### config.mk
export PLATFORM = sky130hd
export DESIGN_NAME = pmcp_protect
export DESIGN_NICKNAME = d
export VERILOG_FILES = /design/src/hdl/pmcp_pkg.sv /design/src/hdl/pmcp_protect.sv
export SDC_FILE = /design/constraint.sdc
export NUM_CORES = 1
export LEC_CHECK = 0
export BUFFER_PORTS_ARGS = -buffer_cell sky130_fd_sc_hd__buf_4
export CORE_ASPECT_RATIO = 0.8
export CORE_MARGIN = 5
export CORE_UTILIZATION = 30
export CTS_BUF_LIST = sky130_fd_sc_hd__clkbuf_2 sky130_fd_sc_hd__clkbuf_4 sky130_fd_sc_hd__clkbuf_8
export CTS_CLUSTER_DIAMETER = 30
export CTS_CLUSTER_SIZE = 12
export DETAILED_ROUTE_END_ITERATION = 8
export PLACE_DENSITY = 0.57
export SKIP_LAST_GASP = 1
export SLEW_MARGIN = 20
export SYNTH_ARGS = -nofsm -noshare
export SYNTH_HDL_FRONTEND = slang
export SYNTH_SLANG_ARGS = --single-unit
### constraint.sdc
create_clock -name mclk -period 3.3 [get_ports mclk]
set_input_delay 0.165 -clock mclk [delete_from_list [all_inputs] [get_ports mclk]]
set_output_delay 0.165 -clock mclk [all_outputs]
set_load 0.01 [all_outputs]
### src/hdl/pmcp_pkg.sv
// Package: address map, protection config offsets, field positions and reset values
package pmcp_pkg;
  // Program memory block boundaries
  localparam logic [21:0] BOOT_END = 22'h0001ff;
  localparam logic [21:0] BLK1_BASE = 22'h002000;
  localparam logic [21:0] BLK2_BASE = 22'h004000;
  localparam logic [21:0] BLK3_BASE = 22'h006000;
  localparam logic [21:0] SMALL_TOP = 22'h003fff;
  localparam logic [21:0] LARGE_TOP = 22'h007fff;
  // User ID window
  localparam logic [21:0] ID_BASE = 22'h200000;
  localparam logic [21:0] ID_LAST = 22'h200007;
  // Configuration space
  localparam logic [21:0] CFG_BASE = 22'h300000;
  localparam logic [21:0] CFG_LAST = 22'h30000d;
  localparam logic [21:0] DEVID_BASE = 22'h3ffffe;
  localparam logic [21:0] DEBUG_LVP_OFS = 22'h300006;
  localparam logic [21:0] CP_LOW_OFS = 22'h300008;
  localparam logic [21:0] CP_HIGH_OFS = 22'h300009;
  localparam logic [21:0] WP_LOW_OFS = 22'h30000a;
  localparam logic [21:0] WP_HIGH_OFS = 22'h30000b;
  localparam logic [21:0] TR_LOW_OFS = 22'h30000c;
  localparam logic [21:0] TR_HIGH_OFS = 22'h30000d;
  // Field positions
  localparam int EE_CP_BIT = 7;
  localparam int BOOT_CP_BIT = 6;
  localparam int EE_WP_BIT = 7;
  localparam int BOOT_WP_BIT = 6;
  localparam int CFG_WP_BIT = 5;
  localparam int BOOT_TR_BIT = 6;
  localparam int LVP_BIT = 2;
  localparam int DEBUG_BIT = 7;
  // Erased (unprogrammed) value of every protection byte
  localparam logic [7:0] ERASED = 8'hff;
  // Device id words, value arbitrary
  localparam logic [7:0] DEVID_LO_VAL = 8'h5a;
  localparam logic [7:0] DEVID_HI_VAL = 8'ha5;
  // Block index codes
  localparam logic [2:0] BLK_BOOT = 3'h4;
  localparam logic [2:0] BLK_NONE = 3'h7;
endpackage

### src/hdl/pmcp_protect.sv
// Program memory, data EEPROM and configuration access protection
// Notes on behaviour
// - Lowest 512 bytes form the boot block
// - Four binary-aligned blocks; 2,3 only large
// - Each block: code, write, table-read protect
// - Code-protect bits gate only external programmer
// - Write-protected block rejects processor table writes
// - Read-protected block: outside readers get zeros
// - Protection bits clear by write; erase sets
// - EEPROM code/write protect gate external accesses
// - Processor EEPROM access allowed unless programmer requests
// - Config write protect, programmer-only writable
// - Table ops reach memory, config, device id
// - Eight ID words always readable and writable
// - Option bit dedicates select pin to programming
// - Option set as shipped; clear means HV only
// - Option changes only in high-voltage session
// - High-voltage entry always accepted
// - Debug bit zero enables debugger; pin use set by option bit only
`timescale 1ns/1ps
`default_nettype none
module pmcp_protect
  import pmcp_pkg::*;
#(
  parameter bit LARGE_MEM = 1'b1
) (
  // Clock and reset
  input wire logic mclk,
  input wire logic rst,
  // Processor table access
  input wire logic cpu_req,
  input wire logic cpu_wr,
  input wire logic [21:0] cpu_addr,
  input wire logic [21:0] cpu_pc,
  input wire logic [7:0] cpu_wdata,
  output logic [7:0] cpu_rdata,
  output logic cpu_ack,
  output logic cpu_err,
  // Processor data EEPROM access
  input wire logic cpu_ee_req,
  input wire logic cpu_ee_wr,
  output logic cpu_ee_grant,
  // External programmer
  input wire logic ext_req,
  input wire logic ext_wr,
  input wire logic ext_ee,
  input wire logic [21:0] ext_addr,
  input wire logic [7:0] ext_wdata,
  input wire logic ext_erase,
  output logic [7:0] ext_rdata,
  output logic ext_ack,
  output logic ext_err,
  // Programming entry pins
  input wire logic prog_select_pin,
  input wire logic reset_prog_voltage_pin,
  output logic prog_mode,
  output logic hv_session,
  output logic pin_gpio_free,
  output logic debug_enable,
  // Flash array side
  output logic fl_req,
  output logic fl_wr,
  output logic fl_ee,
  output logic [21:0] fl_addr,
  output logic [7:0] fl_wdata,
  input wire logic [7:0] fl_rdata
);

  typedef struct packed {
    logic [1:0] sel_s;
    logic [1:0] hv_s;
    logic prog;
    logic hv;
    logic [7:0] dbg_lvp;
    logic [3:0] blk_cp;
    logic boot_cp;
    logic ee_cp;
    logic [3:0] blk_wp;
    logic boot_wp;
    logic ee_wp;
    logic cfg_wp;
    logic [3:0] blk_tr;
    logic boot_tr;
    logic [7:0] cpu_rdata;
    logic cpu_ack;
    logic cpu_err;
    logic [7:0] ext_rdata;
    logic ext_ack;
    logic ext_err;
    logic fl_req;
    logic fl_wr;
    logic fl_ee;
    logic [21:0] fl_addr;
    logic [7:0] fl_wdata;
  } pmcp_st_t;

  pmcp_st_t st_q;
  pmcp_st_t st_d;

  // Block index of an address, BLK_NONE when unimplemented
  function automatic logic [2:0] pmcp_blk(input logic [21:0] a);
    logic [21:0] top;
    top = LARGE_MEM ? LARGE_TOP : SMALL_TOP;
    if (a > top) begin
      pmcp_blk = BLK_NONE;
    end else if (a <= BOOT_END) begin
      pmcp_blk = BLK_BOOT;
    end else if (a < BLK1_BASE) begin
      pmcp_blk = 3'h0;
    end else if (a < BLK2_BASE) begin
      pmcp_blk = 3'h1;
    end else if (a < BLK3_BASE) begin
      pmcp_blk = 3'h2;
    end else begin
      pmcp_blk = 3'h3;
    end
  endfunction

  // Select one of five per-block bits
  function automatic logic pmcp_bit(input logic [2:0] b, input logic [3:0] blk, input logic boot);
    if (b == BLK_BOOT) begin
      pmcp_bit = boot;
    end else if (b[2]) begin
      pmcp_bit = 1'b0;
    end else begin
      pmcp_bit = blk[b[1:0]];
    end
  endfunction

  // Config byte readback
  function automatic logic [7:0] pmcp_cfg(input pmcp_st_t s, input logic [21:0] a);
    case (a)
      DEBUG_LVP_OFS: pmcp_cfg = s.dbg_lvp;
      CP_LOW_OFS: pmcp_cfg = {4'h0, s.blk_cp};
      CP_HIGH_OFS: pmcp_cfg = {s.ee_cp, s.boot_cp, 6'h00};
      WP_LOW_OFS: pmcp_cfg = {4'h0, s.blk_wp};
      WP_HIGH_OFS: pmcp_cfg = {s.ee_wp, s.boot_wp, s.cfg_wp, 5'h00};
      TR_LOW_OFS: pmcp_cfg = {4'h0, s.blk_tr};
      TR_HIGH_OFS: pmcp_cfg = {1'b0, s.boot_tr, 6'h00};
      default: pmcp_cfg = 8'h00;
    endcase
  endfunction

  // Apply a config write: bits only go one to zero
  function automatic pmcp_st_t pmcp_cfg_wr(input pmcp_st_t s, input logic [21:0] a,
                                           input logic [7:0] d, input logic ext);
    pmcp_st_t n;
    n = s;
    case (a)
      DEBUG_LVP_OFS: begin
        n.dbg_lvp = s.dbg_lvp & d;
        if (!(ext && s.hv)) begin
          n.dbg_lvp[LVP_BIT] = s.dbg_lvp[LVP_BIT];
        end
      end
      CP_LOW_OFS: n.blk_cp = s.blk_cp & d[3:0];
      CP_HIGH_OFS: begin
        n.ee_cp = s.ee_cp & d[EE_CP_BIT];
        n.boot_cp = s.boot_cp & d[BOOT_CP_BIT];
      end
      WP_LOW_OFS: n.blk_wp = s.blk_wp & d[3:0];
      WP_HIGH_OFS: begin
        n.ee_wp = s.ee_wp & d[EE_WP_BIT];
        n.boot_wp = s.boot_wp & d[BOOT_WP_BIT];
        if (ext) begin
          n.cfg_wp = s.cfg_wp & d[CFG_WP_BIT];
        end
      end
      TR_LOW_OFS: n.blk_tr = s.blk_tr & d[3:0];
      TR_HIGH_OFS: n.boot_tr = s.boot_tr & d[BOOT_TR_BIT];
      default: n = s;
    endcase
    pmcp_cfg_wr = n;
  endfunction

  logic [2:0] cpu_blk;
  logic [2:0] pc_blk;
  logic [2:0] ext_blk;
  logic cpu_is_cfg;
  logic cpu_is_id;
  logic cpu_is_devid;
  logic ext_is_cfg;

  // Same-cycle block decode of access and fetch addresses
  always_comb begin
    cpu_blk = pmcp_blk(cpu_addr);
    pc_blk = pmcp_blk(cpu_pc);
    ext_blk = pmcp_blk(ext_addr);
    cpu_is_cfg = (cpu_addr >= CFG_BASE) && (cpu_addr <= CFG_LAST);
    cpu_is_id = (cpu_addr >= ID_BASE) && (cpu_addr <= ID_LAST);
    cpu_is_devid = (cpu_addr >= DEVID_BASE);
    ext_is_cfg = (ext_addr >= CFG_BASE) && (ext_addr <= CFG_LAST);
  end

  // Next-state logic; external port wins the flash when both ask
  always_comb begin
    st_d = st_q;
    st_d.sel_s = {st_q.sel_s[0], prog_select_pin};
    st_d.hv_s = {st_q.hv_s[0], reset_prog_voltage_pin};
    st_d.cpu_ack = 1'b0;
    st_d.cpu_err = 1'b0;
    st_d.ext_ack = 1'b0;
    st_d.ext_err = 1'b0;
    st_d.fl_req = 1'b0;
    st_d.fl_wr = 1'b0;
    st_d.fl_ee = 1'b0;
    // Entry: high voltage always, select pin only with option set
    st_d.hv = st_q.hv_s[1];
    st_d.prog = st_q.hv_s[1] || (st_q.sel_s[1] && st_q.dbg_lvp[LVP_BIT]);
    if (ext_req && st_q.prog) begin
      st_d.ext_ack = 1'b1;
      st_d.fl_addr = ext_addr;
      st_d.fl_wdata = ext_wdata;
      st_d.ext_rdata = 8'h00;
      if (ext_erase) begin
        // Erase restores every protection bit to one
        st_d.blk_cp = 4'hf;
        st_d.boot_cp = 1'b1;
        st_d.ee_cp = 1'b1;
        st_d.blk_wp = 4'hf;
        st_d.boot_wp = 1'b1;
        st_d.ee_wp = 1'b1;
        st_d.cfg_wp = 1'b1;
        st_d.blk_tr = 4'hf;
        st_d.boot_tr = 1'b1;
      end else if (ext_ee) begin
        if (!st_q.ee_cp || (ext_wr && !st_q.ee_wp)) begin
          st_d.ext_err = 1'b1;
        end else begin
          st_d.fl_req = 1'b1;
          st_d.fl_wr = ext_wr;
          st_d.fl_ee = 1'b1;
        end
      end else if (ext_is_cfg) begin
        if (ext_wr) begin
          if (!st_q.cfg_wp) begin
            st_d.ext_err = 1'b1;
          end else begin
            st_d = pmcp_cfg_wr(st_d, ext_addr, ext_wdata, 1'b1);
          end
        end else begin
          st_d.ext_rdata = pmcp_cfg(st_q, ext_addr);
        end
      end else if (ext_blk != BLK_NONE) begin
        if (!pmcp_bit(ext_blk, st_q.blk_cp, st_q.boot_cp)) begin
          st_d.ext_err = 1'b1;
        end else begin
          st_d.fl_req = 1'b1;
          st_d.fl_wr = ext_wr;
        end
      end else begin
        // ID words and unmapped space pass through to the array
        st_d.fl_req = 1'b1;
        st_d.fl_wr = ext_wr;
      end
    end else if (ext_req) begin
      st_d.ext_ack = 1'b1;
      st_d.ext_err = 1'b1;
    end else if (cpu_ee_req) begin
      st_d.fl_req = 1'b1;
      st_d.fl_wr = cpu_ee_wr;
      st_d.fl_ee = 1'b1;
      st_d.fl_addr = cpu_addr;
      st_d.fl_wdata = cpu_wdata;
    end else if (cpu_req) begin
      st_d.cpu_ack = 1'b1;
      st_d.cpu_rdata = 8'h00;
      st_d.fl_addr = cpu_addr;
      st_d.fl_wdata = cpu_wdata;
      if (cpu_is_cfg) begin
        if (cpu_wr) begin
          if (!st_q.cfg_wp) begin
            st_d.cpu_err = 1'b1;
          end else begin
            st_d = pmcp_cfg_wr(st_d, cpu_addr, cpu_wdata, 1'b0);
          end
        end else begin
          st_d.cpu_rdata = pmcp_cfg(st_q, cpu_addr);
        end
      end else if (cpu_is_devid) begin
        st_d.cpu_err = cpu_wr;
        st_d.cpu_rdata = cpu_addr[0] ? DEVID_HI_VAL : DEVID_LO_VAL;
      end else if (cpu_is_id) begin
        st_d.fl_req = 1'b1;
        st_d.fl_wr = cpu_wr;
      end else if (cpu_blk == BLK_NONE) begin
        st_d.cpu_err = cpu_wr;
      end else if (cpu_wr) begin
        if (!pmcp_bit(cpu_blk, st_q.blk_wp, st_q.boot_wp)) begin
          st_d.cpu_err = 1'b1;
        end else begin
          st_d.fl_req = 1'b1;
          st_d.fl_wr = 1'b1;
        end
      end else if (!pmcp_bit(cpu_blk, st_q.blk_tr, st_q.boot_tr) && (pc_blk != cpu_blk)) begin
        st_d.cpu_err = 1'b1;
      end else begin
        st_d.fl_req = 1'b1;
      end
    end
  end

  // State register; protection bits start erased
  always_ff @(posedge mclk) begin
    if (rst) begin
      st_q <= '0;
      st_q.dbg_lvp <= ERASED;
      st_q.blk_cp <= ERASED[3:0];
      st_q.boot_cp <= 1'b1;
      st_q.ee_cp <= 1'b1;
      st_q.blk_wp <= ERASED[3:0];
      st_q.boot_wp <= 1'b1;
      st_q.ee_wp <= 1'b1;
      st_q.cfg_wp <= 1'b1;
      st_q.blk_tr <= ERASED[3:0];
      st_q.boot_tr <= 1'b1;
    end else begin
      st_q <= st_d;
    end
  end

  // Read data from the array arrives one cycle after the strobe
  logic rd_cpu_q;
  logic rd_ext_q;
  always_ff @(posedge mclk) begin
    if (rst) begin
      rd_cpu_q <= 1'b0;
      rd_ext_q <= 1'b0;
    end else begin
      rd_cpu_q <= st_q.fl_req && !st_q.fl_wr && !st_q.fl_ee && st_q.cpu_ack;
      rd_ext_q <= st_q.fl_req && !st_q.fl_wr && st_q.ext_ack;
    end
  end

  // Outputs
  assign cpu_rdata = rd_cpu_q ? fl_rdata : st_q.cpu_rdata;
  assign cpu_ack = st_q.cpu_ack;
  assign cpu_err = st_q.cpu_err;
  assign cpu_ee_grant = cpu_ee_req && !(ext_req);
  assign ext_rdata = rd_ext_q ? fl_rdata : st_q.ext_rdata;
  assign ext_ack = st_q.ext_ack;
  assign ext_err = st_q.ext_err;
  assign prog_mode = st_q.prog;
  assign hv_session = st_q.hv;
  assign pin_gpio_free = !st_q.dbg_lvp[LVP_BIT];
  assign debug_enable = !st_q.dbg_lvp[DEBUG_BIT];
  assign fl_req = st_q.fl_req;
  assign fl_wr = st_q.fl_wr;
  assign fl_ee = st_q.fl_ee;
  assign fl_addr = st_q.fl_addr;
  assign fl_wdata = st_q.fl_wdata;

endmodule
`default_nettype wire

==> metrics, run 1 <==
most frequent cells in the layout=162 x buf_4, 87 x dfxtp_1, 80 x nand2_1; vias in the first global route=4989; Multi-input gate area=2920 µm²; Syn Nets=about 740; Pins Over Slew Limit=0; Reg power frac=46.6%; root buffer cell=clkbuf_8; Residual DRC=0; Clock Skew=roughly 0.0077 ns; synth warn=0; leakage power=2.50 nW; Cells after Synth=642; Hold Path Class=in2reg; clock-pin slew on the worst setup and hold paths=0.09 ns; register area=~1700 µm²; synthesized cell area=5070 µm²; Seq/Total Area, Yosys=approximately 34%; max FFs per register=46; Fin. Hold Viols=0; post-route total power=around 0.0024 W; die footprint=19600 µm²; number of flops mapped to enable cells by yosys=0; Switch Pwr=0.000664 W; Clock Path Buffers=2; most common cell after layout, fill and taps aside=buf_4; I/O Pins=160; setup violators final=0; drt total wl=19700 µm; Internal Pwr Total=0.00169 W; CP Data Arrival Time=approximately 2.9 ns; GR Overflow Total=0; fillcell total=about 1700; pwr dens=approximately 370 nW/µm²; H-tree lvl count=3; Die Height=about 130 µm; Initial Util=30.6%; TritonCTS Buffers=9; normalized max-slew margin=36.5%; num rows=42; fin worst setup slack=between 0.7 and 0.8 ns; element type at the critical path end=flip-flop; Die X=155 µm; Core Util, Final=between 30 and 40%; status=finished clean; RSZ-0062 raised after global routing=false; Critical Path RT=3.60 ns; Antenna Cells=0; Logic pwr share=between 15 and 20%; asr flop ratio synth=0%; net count reported at finish=roughly 850; antenna violations before repair=0; Worst VDD drop=172 µV; gpl congestion=0.952; pre-CTS setup slack=0.381 ns; count of cell types in the netlist=66; MaxCap Viol Count=0; drt pass-1 iters=6; CP max FO=8; ys flop type=dfxtp_1; CTS resizes=0; setup bufs post-CTS=0; largest net degree at the start of global routing=68; Fin Setup TNS=0 ns; Yosys reg bits=87; syn avg cell area=7.89 µm²; Tot GR Track Use=between 10% and 20%; DR iter-0 viols=499; first-pass GRT wire length=~29000 µm; worst setup path class=in2reg; share of cells above drive strength 1=28.0%; number of clock sinks=slightly below 90; CTS tree=done; final period utilization=slightly below 80%; Least-Margin Pin Slew=between 0.9 and 1 ns; worst skew pair latency=0.37 ns; Max Clk Rate=390 MHz; core box area=16600 µm²; Placed Cells incl. Taps=954; Final min period=about 2.6 ns; final cell count without fillers=971; Vias/cell=about 5.5; Final HPWL DP=15400 µm; port bufs=150; Area Overhead vs Synth=26.8%; Clock Power Share=36.9%; Switching Share=28.2%; final antenna-violating net count=0; Largest Register=st_q; Hold Buf Count CTS=1; Avg WL per Cell=~20 µm; routed vias=5338; Startpoint Class=input port
power groups by stage:
stage	clock, W	combinational (W)	sequential [W]
2_1_floorplan	0	0.000198	0.00112
3_3_place_gp	0	0.000382	0.00112
3_5_place_dp	0	0.000383	0.00112
4_1_cts	0.000885	0.000385	0.00110
5_1_grt	0.000927	0.000417	0.00110
6_report	0.000870	0.000388	0.00110
through the flow:
| stage | area [µm²] | hold slack (ns) |
|---|---|---|
| floorplan | 5070 | 0.293 |
| global route | 6420 | 0.0231 |
| global placement | 6190 | 0.383 |
| CTS | 6420 | 0.00288 |
| finish | 6420 | 0.00898 |
| detailed placement | 6190 | 0.381 |
routing by layer:
metal	share of wire, %	up-vias	GRT usage, %
met3	11	18	6.45
met1	47	2472	28.4
met4	1.1	0	3.65
li1	-	2568	-
met2	41	280	26.7
met5	0	-	0
cells in the mapped netlist, drive strengths merged (6+ instances only):
| master | count | area (µm²) |
|---|---|---|
| o21ai | 26 | 130 |
| buf | 34 | 241 |
| nand3 | 12 | 60.1 |
| and2 | 8 | 50.1 |
| a21oi | 74 | 374 |
| nor4 | 10 | 90.1 |
| and3 | 10 | 62.6 |
| nand4 | 12 | 75.1 |
| nor2b | 12 | 75.1 |
| a32o | 6 | 60.1 |
| a31oi | 7 | 43.8 |
| nor2 | 53 | 199 |
| mux2i | 9 | 90.1 |
| mux2 | 17 | 191 |
| inv | 8 | 30.0 |
| clkbuf | 36 | 135 |
| a22oi | 39 | 293 |
| or4 | 13 | 101 |
| nand2 | 80 | 300 |
| nor3 | 17 | 95.1 |
| dfxtp | 87 | 1740 |
worst max-delay path: stages:
cell	delay, ns
buf_4	0.11
or4_1	0.64
or4_1	0.63
nor4_4	0.54
a31oi_1	0.36
and2_1	0.31
a21oi_1	0.12
logic make-up (layout without fill, tap and decap cells):
logic type | count (synthesis) | in the layout | share of synthesized area, %
AO/OA/AOI/OAI | 197 | 197 | 25.6
multiplexers | 26 | 26 | 5.56
XOR/XNOR | 2 | 2 | 0.346
buffers and inverters | 78 | 187 | 8.03
flip-flops | 87 | 87 | 34.4
AND/OR/NAND/NOR | 252 | 252 | 26.1
area by class of cell:
| class | instances | share of cell area, % |
|---|---|---|
| Inverter | 8 | 0.468 |
| Clock buffer | 9 | 1.93 |
| Sequential cell | 87 | 27.1 |
| Tap cell | 220 | 4.29 |
| Timing Repair Buffer | 163 | 19.1 |
| Clock inverter | 7 | 1.60 |
| Multi-Input combinational cell | 477 | 45.5 |
worst paths after layout:
path,slack [ns],start,cells after the start,to
worst min-delay path,0.009,prog_select_pin,2,st_q[83]
worst max-delay path,0.74,ext_addr[12],7,st_q[55]
worst min register to register,0.44,fl_ee,1,rd_cpu_q
worst max register to register,0.96,prog_mode,6,st_q[72]
No activity file was read; power rests on OpenSTA's default activity.
==> run 2: changes to the inputs <==
- clock period: 3.3 -> 2.5 ns (I/O delays scaled with it)
==> metrics, run 2 (synthesis results as in run 1) <==
setup violators final=0; element type at the critical path end=flip-flop; H-tree lvl count=3; CP Data Arrival Time=2.60 ns; drt total wl=20100 µm; Startpoint Class=input port; worst skew pair latency=0.37 ns; Area Overhead vs Synth=33.2%; CTS resizes=0; most frequent cells in the layout=203 x buf_4, 87 x dfxtp_1, 80 x nand2_1; Final HPWL DP=16100 µm; Tot GR Track Use=19.5%; CP Launch Point=ext_addr[12]; Die X=roughly 160 µm; first-pass GRT wire length=30200 µm; Fin Hold WS=roughly 0.018 ns; root buffer cell=clkbuf_8; Hold Path End=fl_wr; WHS Path Cells=3; MaxCap Viol Count=0; HP Start=cpu_ee_wr; Fin. Hold Viols=0; final antenna-violating net count=0; Worst VDD drop=257 µV; post-route total power=between 0.003 and 0.004 W; Antenna Cells=0; max FFs per register=46; fin worst setup slack=0.215 ns; Pins Over Slew Limit=0; die footprint=19600 µm²; register area=about 1700 µm²; Final min period=around 2.3 ns; Clock Path Buffers=2; RR Endpoint=fl_addr[3]; Hold Path Class=in2reg; number of clock sinks=87; fillcell total=1731; gpl congestion=0.951; clock-pin slew on the worst setup and hold paths=0.10 ns; Multi-input gate area=2920 µm²; Largest Register=st_q; pwr dens=470 nW/µm²; pre-CTS setup slack=-0.0973 ns; net count reported at finish=890; Initial Util=a little under a third; R2R Setup Slk=0.42 ns; core box area=approximately 17000 µm²; TritonCTS Buffers=9; I/O Pins=160; Avg WL per Cell=slightly below 20 µm; Least-Margin Pin Slew=0.850 ns; num rows=42; drt pass-1 iters=5; status=finished clean; worst setup path class=in2reg; vias in the first global route=roughly 5200; port bufs=150; antenna violations before repair=0; leakage power=2.71 nW; CTS tree=done; DR iter-0 viols=410; Vias/cell=roughly 5.5; RSZ-0062 raised after global routing=false; Max Clk Rate=438 MHz; reg2reg start=prog_mode; largest net degree at the start of global routing=45; routed vias=5572; Die Height=126 µm; Critical Path RT=2.81 ns; Clock Skew=0.0153 ns; final period utilization=91.4%; Residual DRC=0; post-route cell area=slightly below 7000 µm²; CP max FO=6; reg2reg path depth=5; Post-Place Cell Area=approximately 6500 µm²; share of cells above drive strength 1=31.7%; normalized max-slew margin=a little over two fifths; setup bufs post-CTS=0; GR Overflow Total=0; most common cell after layout, fill and taps aside=buf_4
[run 2: cell types whose count changed in the layout (fill, tap and decap cells not counted)]
cell,delta
clkbuf_8,+1
clkinv_2,-1
buf_4,+41
dlygate4sd3_1,+1
[run 2: per-stage QoR]
stage,instances,TNS [ns],utilization (%)
6_report,1013,0,40.8
5_1_grt,1013,0,40.8
4_1_cts,1013,0,40.8
3_5_place_dp,995,-0.909,39.2
3_3_place_gp,995,-0.485,39.2
2_1_floorplan,642,0,-
[run 2: final cells by class]
cell class,count,area share [%]
clock buffers,10,2.04
clock inverters,6,1.45
inverters,8,0.445
multi-input cells,477,43.3
flip-flops and latches,87,25.8
well taps,220,4.08
repair buffers,205,22.9
[run 2: routing by layer]
metal	track usage (%)	share of wire, %	vias to the layer above
met5	0	0	-
met4	3.55	0.77	0
met3	7.00	11	10
met2	28.4	42	266
met1	28.1	46	2640
li1	-	-	2656
[run 2: worst max-delay path, cell delays in order]
cell     delay (ns)
buf_4          0.11
or4_1          0.60
or4_1          0.58
nor4_4         0.45
a31oi_1        0.31
buf_4          0.24
nand2_1        0.05
o22a_1         0.12
[run 2: worst max-delay path by stage]
stage | end | slack [ns] | cells past startpoint
after detailed placement | st_q[61] | -0.1 | 7
final | st_q[67] | 0.22 | 8
after global placement | st_q[61] | -0.06 | 7
after floorplan | st_q[67] | 0.09 | 7
after global routing | st_q[57] | 0.17 | 7
after CTS | st_q[67] | 0.28 | 8
[run 2: repair_timing]
item / 4_1_cts / 5_1_grt
endpoints found under the hold margin: 2 / 0
endpoints found under the setup margin: 0 / 0
hold buffers: 2 / 0
[run 2: where the power goes]
part | leakage, nW | internal [W] | switching (W)
Sequential | 0.709 | 0.00143 | 0.0000223
Combinational | 1.88 | 0.000247 | 0.000291
Clock | 0.120 | 0.000609 | 0.000580
Total | 2.71 | 0.00228 | 0.000893
